**config.mk**
```make
export PLATFORM = sky130hd
export DESIGN_NAME = tpgio_top
export DESIGN_NICKNAME = d
export VERILOG_FILES = /design/src/tpgio_pkg.sv /design/src/tpgio_top.sv
export VERILOG_INCLUDE_DIRS = /design/src
export SDC_FILE = /design/constraint.sdc
export NUM_CORES = 1
export LEC_CHECK = 0
export BUFFER_PORTS_ARGS = -buffer_cell sky130_fd_sc_hd__buf_2
export CORE_MARGIN = 2
export CORE_UTILIZATION = 42
export CTS_BUF_LIST = sky130_fd_sc_hd__clkbuf_16
export DETAILED_ROUTE_END_ITERATION = 12
export PLACE_DENSITY = 0.84
export SKIP_LAST_GASP = 1
export SLEW_MARGIN = 20
export SYNTH_ARGS = -nofsm -noshare
export SYNTH_HDL_FRONTEND = slang
export SYNTH_SLANG_ARGS = --single-unit
```
**constraint.sdc**
```tcl
create_clock -name aclk -period 2.4 [get_ports aclk]
set_clock_uncertainty 0.1 [all_clocks]
set_input_delay 0.48 -clock aclk [delete_from_list [all_inputs] [get_ports aclk]]
set_output_delay 0.48 -clock aclk [all_outputs]
set_load 0.05 [all_outputs]
```
**src/tpgio_map.svh**
```systemverilog
// Register map constants for the two-pin general I/O block.
// Assumes inclusion by name from the package and the design file.
`ifndef TPGIO_MAP_SVH
`define TPGIO_MAP_SVH
// ----------------------------------------------------------------
// Offsets
// ----------------------------------------------------------------
`define TPGIO_PIN_CTRL_ADDR 4'h0
// ----------------------------------------------------------------
// Field positions
// ----------------------------------------------------------------
`define TPGIO_DIR_ZERO_BIT 0
`define TPGIO_DIR_ONE_BIT 1
`define TPGIO_VAL0_BIT 2
`define TPGIO_VAL1_BIT 3
// ----------------------------------------------------------------
// Reset values and responses
// ----------------------------------------------------------------
`define TPGIO_DIR_RESET 1'b1
`define TPGIO_VAL_RESET 1'b1
`define TPGIO_RESP_OKAY 2'b00
`define TPGIO_RESP_DECERR 2'b11
`endif

```
**src/tpgio_pkg.sv**
```systemverilog
// Types for the two-pin general I/O block.
// Assumes the map header is on the include path.
package tpgio_pkg;
	`include "tpgio_map.svh"
	typedef enum logic [1:0] {
		TPGIO_W_IDLE = 2'b01,
		TPGIO_W_RESP = 2'b10
	} tpgio_wstate_t;
	typedef struct packed {
		logic [1:0] dir;
		logic [1:0] val;
	} tpgio_ctrl_t;
	typedef struct packed {
		logic [1:0] o;
		logic [1:0] oe;
	} tpgio_pins_t;
	typedef struct packed {
		tpgio_wstate_t wst;
		logic aw_seen;
		logic [3:0] awaddr;
		logic w_seen;
		logic [31:0] wdata;
		logic [3:0] wstrb;
		logic [1:0] bresp;
		logic rvalid;
		logic [31:0] rdata;
		logic [1:0] rresp;
		tpgio_ctrl_t ctrl;
		tpgio_pins_t pins;
	} tpgio_state_t;
endpackage : tpgio_pkg

```
**src/tpgio_top.sv**
```systemverilog
// Two general-purpose pins under one 8-bit control register on AXI4-Lite.
// Assumes pin inputs synchronous to aclk; the pad ring resolves o/oe into wires.
// Contract
// With pin one an output, it drives the level in bit 3, which is readable and writable.
// After reset pin one's level bit holds 1.
// With pin one an input, bit 3 is read-only and reads the sampled pin level.
// With pin zero an output, it drives the level in bit 2, which is readable and writable.
// Bit 1 selects pin one as output at 0 and input at 1, input after reset.
// With pin zero an input, bit 2 is read-only and reads the sampled pin level.
// Bit 0 selects pin zero direction like bit 1, and writes to bits 7 to 4 do nothing.
//
// Added by the designer: the AXI4-Lite register port and the register offsets.
`timescale 1ns/100ps
`include "tpgio_map.svh"
module tpgio_top
	import tpgio_pkg::*;
(
	input wire logic aclk,
	input wire logic aresetn,
	input wire logic [3:0] s_axi_awaddr,
	input wire logic s_axi_awvalid,
	output logic s_axi_awready,
	input wire logic [31:0] s_axi_wdata,
	input wire logic [3:0] s_axi_wstrb,
	input wire logic s_axi_wvalid,
	output logic s_axi_wready,
	output logic [1:0] s_axi_bresp,
	output logic s_axi_bvalid,
	input wire logic s_axi_bready,
	input wire logic [3:0] s_axi_araddr,
	input wire logic s_axi_arvalid,
	output logic s_axi_arready,
	output logic [31:0] s_axi_rdata,
	output logic [1:0] s_axi_rresp,
	output logic s_axi_rvalid,
	input wire logic s_axi_rready,
	input wire logic [1:0] aux_pin_i,
	output logic [1:0] aux_pin_o,
	output logic [1:0] aux_pin_oe
);
	tpgio_state_t st;
	tpgio_state_t next_st;
	logic [7:0] reg_view;
	logic aw_hs;
	logic w_hs;
	logic [1:0] val_wr;
	logic [1:0] dir_wr;

	// ----------------------------------------------------------------
	// Register view
	// ----------------------------------------------------------------
	// An input pin reads its live level; an output reads the stored bit.
	always_comb begin
		reg_view = 8'h00;
		reg_view[`TPGIO_DIR_ZERO_BIT] = st.ctrl.dir[0];
		reg_view[`TPGIO_DIR_ONE_BIT] = st.ctrl.dir[1];
		reg_view[`TPGIO_VAL0_BIT] = st.ctrl.dir[0] ? aux_pin_i[0] : st.ctrl.val[0];
		reg_view[`TPGIO_VAL1_BIT] = st.ctrl.dir[1] ? aux_pin_i[1] : st.ctrl.val[1];
	end

	assign s_axi_awready = (st.wst == TPGIO_W_IDLE) && !st.aw_seen;
	assign s_axi_wready = (st.wst == TPGIO_W_IDLE) && !st.w_seen;
	assign s_axi_bvalid = (st.wst == TPGIO_W_RESP);
	assign s_axi_bresp = st.bresp;
	assign s_axi_arready = !st.rvalid;
	assign s_axi_rvalid = st.rvalid;
	assign s_axi_rdata = st.rdata;
	assign s_axi_rresp = st.rresp;
	assign aux_pin_o = st.pins.o;
	assign aux_pin_oe = st.pins.oe;
	assign aw_hs = s_axi_awvalid && s_axi_awready;
	assign w_hs = s_axi_wvalid && s_axi_wready;

	// ----------------------------------------------------------------
	// Next state
	// ----------------------------------------------------------------
	always_comb begin
		next_st = st;
		val_wr = 2'b00;
		dir_wr = 2'b00;
		if (aw_hs) begin
			next_st.aw_seen = 1'b1;
			next_st.awaddr = s_axi_awaddr;
		end
		if (w_hs) begin
			next_st.w_seen = 1'b1;
			next_st.wdata = s_axi_wdata;
			next_st.wstrb = s_axi_wstrb;
		end
		case (st.wst)
			TPGIO_W_IDLE: begin
				if (st.aw_seen && st.w_seen) begin
					next_st.aw_seen = 1'b0;
					next_st.w_seen = 1'b0;
					next_st.wst = TPGIO_W_RESP;
					if ({st.awaddr[3:2], 2'b00} == `TPGIO_PIN_CTRL_ADDR) begin
						next_st.bresp = `TPGIO_RESP_OKAY;
						// Only the low lane holds the register; bits 7..4 are dropped
						if (st.wstrb[0]) begin
							dir_wr = st.wdata[`TPGIO_DIR_ONE_BIT:`TPGIO_DIR_ZERO_BIT];
							val_wr = st.wdata[`TPGIO_VAL1_BIT:`TPGIO_VAL0_BIT];
							next_st.ctrl.dir = dir_wr;
							// An input pin's level bit is read-only: keep the stored value
							for (int i = 0; i < 2; i++) begin
								if (!st.ctrl.dir[i]) begin
									next_st.ctrl.val[i] = val_wr[i];
								end
							end
						end
					end else begin
						next_st.bresp = `TPGIO_RESP_DECERR;
					end
				end
			end
			TPGIO_W_RESP: begin
				if (s_axi_bready) begin
					next_st.wst = TPGIO_W_IDLE;
				end
			end
			default: begin
				next_st.wst = TPGIO_W_IDLE;
			end
		endcase
		if (st.rvalid) begin
			if (s_axi_rready) begin
				next_st.rvalid = 1'b0;
			end
		end else if (s_axi_arvalid) begin
			next_st.rvalid = 1'b1;
			if ({s_axi_araddr[3:2], 2'b00} == `TPGIO_PIN_CTRL_ADDR) begin
				next_st.rdata = {24'h000000, reg_view};
				next_st.rresp = `TPGIO_RESP_OKAY;
			end else begin
				next_st.rdata = 32'h00000000;
				next_st.rresp = `TPGIO_RESP_DECERR;
			end
		end
		// Pin drive is registered from the next register value, so it changes on the same edge as the register
		next_st.pins.oe = ~next_st.ctrl.dir;
		next_st.pins.o = next_st.ctrl.val;
	end

	// ----------------------------------------------------------------
	// State register
	// ----------------------------------------------------------------
	always_ff @(posedge aclk) begin
		if (!aresetn) begin
			st.wst <= TPGIO_W_IDLE;
			st.aw_seen <= 1'b0;
			st.awaddr <= 4'h0;
			st.w_seen <= 1'b0;
			st.wdata <= 32'h00000000;
			st.wstrb <= 4'h0;
			st.bresp <= `TPGIO_RESP_OKAY;
			st.rvalid <= 1'b0;
			st.rdata <= 32'h00000000;
			st.rresp <= `TPGIO_RESP_OKAY;
			st.ctrl.dir <= {2{`TPGIO_DIR_RESET}};
			st.ctrl.val <= {2{`TPGIO_VAL_RESET}};
			st.pins.o <= {2{`TPGIO_VAL_RESET}};
			st.pins.oe <= 2'b00;
		end else begin
			st <= next_st;
		end
	end

	for (genvar gi = 0; gi < 2; gi++) begin : g_pin_chk

	end
endmodule : tpgio_top
```
# Yosys cells after proc, flatten, opt, wreduce, memory -nomap -nowiden
# Cells that the tools add are included.
# classes
order_cmp	0
muxes	21
div	0
bitwise	4
multipliers	0
n_eq_ne	4
shift	0
n_addsub	0
reduce_logical	15
# op_table
op	n
2-to-1 mux 37 bit	1
2-to-1 mux 35 bit	1
2-to-1 mux 4 bit	4
AND reduction 5 bit	2
2-to-1 mux 1 bit	9
2-to-1 mux 6 bit	1
AND reduction 2 bit	3
logical AND 1 bit	5
2-to-1 mux 5 bit	1
logical NOT 2 bit	2
2-to-1 mux 2 bit	2
!= test 2 x 1 -> 1 bit, second input constant	2
case mux 2 bit (2 select lines)	1
logical NOT 1 bit	3
2-to-1 mux 3 bit	1
NOT 1 bit	3
== test 2 x 1 -> 1 bit, second input constant	1
== test 2 bit, second input constant	1
NOT 2 bit	1
# word_totals
input_bits	53
romBits	0
mem_count	0
mem_bits_rw	0
out_inout_bits	45
register_bits	87
wordCells	58
latchBits	0

# Longest topological paths before layout
# depth
depth_word	6
depth_mapped	5
mapped_depth_nobuf	3

# Worst setup path after synthesis
# No wires, ideal clock.
# synth_timing
path_kind	register to output
startpoint	reg st[87] in the netlist's numbering
endpoint	out s_axi_awready
path_buffers	0
path_slack_ns	0.695
required_time_ns	1.820
arrival_ns	1.125
path_stages_with_launch	3
cell_sequence	dfxtp_1 -> nand2b_1 -> nor2_1
# synth_between
elab_chain_cells	2
# synth_lines
item	line_no	text
start, declared	tpgio_top.sv:41	tpgio_state_t st;
start signal, assigned	tpgio_top.sv:163	st <= next_st;
== test 2 x 1 -> 1 bit	tpgio_top.sv:61	assign s_axi_awready = (st.wst == TPGIO_W_IDLE) && !st.aw_seen;
logical AND 1 bit	tpgio_top.sv:61	
end, declared	tpgio_top.sv:22	output logic s_axi_awready,
# No other way between the ends.

# Worst setup path in the final report
# layout_timing
startpoint	reg st[87] in the netlist's numbering
endpoint	out s_axi_wready
# layout_between
elab_chain_cells	2
# layout_lines
item	line_no	text
== test 2 x 1 -> 1 bit	tpgio_top.sv:62	assign s_axi_wready = (st.wst == TPGIO_W_IDLE) && !st.w_seen;
logical AND 1 bit	tpgio_top.sv:62	
end, declared	tpgio_top.sv:26	output logic s_axi_wready,
# No other way between the ends.

==> metrics.md <==
| Metric | Value |
|---|---|
| LEAKAGE | 0.620 nW |
| Core ar. | 2980 sq um |
| Number of DRC markers in iteration 0 | 6 |
| Clock root buffer | clkbuf_16 |
| Initial DRT Pass Iterations | 4 |
| Layout Cells excl Fill | 199 |
| Setup Fix Bufs, Post-CTS | 0 |
| Finished Cell Area | 1350 sq um |
| CP arrival | 1150 ps |
| Max cap viols | 0 |
| Final total power | 1.02 mW |
| Synthesized area | 1280 sq um |
| Starting density of the core | 43.1% |
| Vias | 935 |
| CP Capture Point | s_axi_wready |
| PD cells | 758 nW/um^2 |
| # DRC | 0 |
| Cts hold-fix bufs | 0 |
| Worst setup EP type | primary output |
| Ys flop type | dfxtp_1 |
| Antenna fix cells | 0 |
| Top cell type's share of synthesized area | 37.4% |
| Setup TNS | 0 ps |
| Placed cells | 195 |
| Fill cells | 299 |
| Num CTS Buffers | 3 |
| Syn avg cell area | 8.79 sq um |
| Top Ports | 98 |
| EDFF count, synth | 0 |
| Initial antenna violation count | 0 |
| Tightest Hold Check Type | input port to flop |
| Netlist cell types | 26 |
| Post-DP HPWL | 1590 um |
| Register area share after synthesis | 37.4% |
| Area leader, netlist | dfxtp_1 |
| Largest net degree at the start of global routing | 19 |
| DR vias/cell | 4.70 |
| Routed wire length | 2190 um |
| Die Ht | 59.3 um |
| Die Width | 59.3 um |
| Area growth syn-to-layout | 4.78% |
| PostCTS Resize Cnt | 0 |
| Max clock buf depth | 2 |
| Startpoint types | flop |
| CTS tree | done |
| Total grt overflow | 0 |
| Proportion of layout cells with a drive suffix above 1 | 27.1% |
| Worst reg2reg path endpoint | aux_pin_oe[1] |
| Most common cell in the netlist | buf_4 |
| Max Clk Rate | 579 MHz |
| I/O Buffers | 34 |
| Crit path time final | 1730 ps |
| Maximum fanout along the worst path | 8 |
| Post-Synthesis Cells | 146 |
| CTS clk-pin slew, worst paths | 60 ps |
| CTS sink cnt | 24 |
| Pins Over Slew Limit | 0 |
| Setup violations, final | 0 |
| H-tree depth | 1 |
| Vias in the first global route | 786 |
| CP Class | flop to primary output |
| Cell Area, Placed | 1270 sq um |
| Final hold slack | 339 ps |
| WL/cell | 11.0 um |
| Share of async-settable or async-resettable flops after synthesis | 0% |
| Crit path from | st[87] |
| Most area-consuming cells after synthesis | dfxtp_1 (37%), buf_4 (23%), nor2_1 (4.1%) |
| Total GRT Usage | 13.0% |
| Worst R2R Path Depth | 3 |
| Num rows | 20 |
| Status | complete, no violations |
| Detail Route Antenna Nets | 0 |
| Tcrit/Tclk final | 72.0% |
| Full die area | 3510 sq um |
| #FFs+latches synth | 24 |
| Launch point of the worst reg-to-reg path | st[87] |
| Clk Latency, worst-skew pair | 250 ps |
| IR drop worst, VDD | 0.246 mV |
| Synth top cells by count | buf_4 (40), dfxtp_1 (24), nor2_1 (14) |
| Flop-to-flop setup slack | 740 ps |
| RSZ-0062 raised after global routing | no |
| First-pass GRT wire length | 3360 um |
| Nets | 220 |
| Critical path required time | 1820 ps |
| Yosys warns | 0 |
| RD Place Congestion | 0.708 |
| Final hold vios | 0 |
cell type report:
type,instances,area (sq um),area share [%]
multi-input cells,99,552,41.0
flip-flops and latches,24,480,35.7
repair buffers,35,178,13.2
clock buffers,3,75.1,5.58
well taps,33,41.3,3.07
inverters,4,15.0,1.12
clock inverters,1,3.75,0.279
worst max-delay path, stage by stage, from the launching register on:
cell and delay [ps]:
dfxtp_1 440, nand2b_1 100, nor2_1 90, buf_2 260
placed cells by master, fill, tap and decap left out:
cell       Yosys  layout
nor2_1        14      14
mux2i_1        2       2
buf_2          0      34
conb_1         1      28
a21boi_0       2       2
mux2_2         2       2
nor4b_1        3       3
inv_1          4       4
dfxtp_1       24      24
and4b_1        1       1
nand2_1        7       7
and4bb_2       2       2
o21ai_0        8       8
buf_4         40       1
mux2_4         2       2
clkbuf_16      0       3
clkinv_1       0       1
a21oi_1        3       3
and3_4         1       1
nand3b_1       4       4
nor2b_1        1       1
nor3b_1        1       1
nand2b_1       3       3
nand3_1        9       9
a211oi_1       2       2
a22oi_1        4       4
registers in the layout, summed over array words and instances, names as in the netlist, named ones only:
register      cells
s_axi_rresp       1
s_axi_bresp       1
aux_pin_oe        2
st               11
s_axi_rvalid      1
s_axi_rdata       4
aux_pin_o         2
how the worst min path moves through the flow:
stage | from | end | cells past startpoint | slack [ps]
floorplan | st[51] | st[51] | 2 | 340
global placement | st[49] | st[49] | 2 | 350
detailed placement | st[52] | st[52] | 2 | 360
CTS | s_axi_awaddr[2] | st[84] | 3 | 340
global route | s_axi_wdata[3] | st[52] | 3 | 360
finish | s_axi_awaddr[2] | st[84] | 3 | 340
metrics by stage:
step	worst slack [ps]	util, %
after floorplan	695	-
after global placement	783	42.5
after detailed placement	762	42.5
after CTS	674	45.2
after global routing	612	45.2
final	673	45.2
kinds of logic after synthesis:
group	count (synthesis)	synth area share (%)
AO/OA/AOI/OAI	19	8.97
other	1	0.292
multiplexers	6	5.65
buffers and inverters	50	27.5
flip-flops	24	37.4
AND/OR/NAND/NOR	46	20.2
routing by layer:
layer  wire, um  global-route usage (%)  vias to the layer above
met4         47                    8.77                        0
met1        903                    14.2                      437
met3        116                    1.97                        4
met5          0                       0                        -
li1           -                       -                      460
met2       1120                    22.8                       34
power breakdown:
group          switching, mW  total, mW  internal [mW]  leakage [nW]
clock network          0.132      0.355          0.222        0.0385
logic                  0.188      0.231         0.0430         0.385
registers             0.0164      0.435          0.418         0.196
total                  0.336       1.02          0.684         0.620
Power figures use the tool's default switching activity.
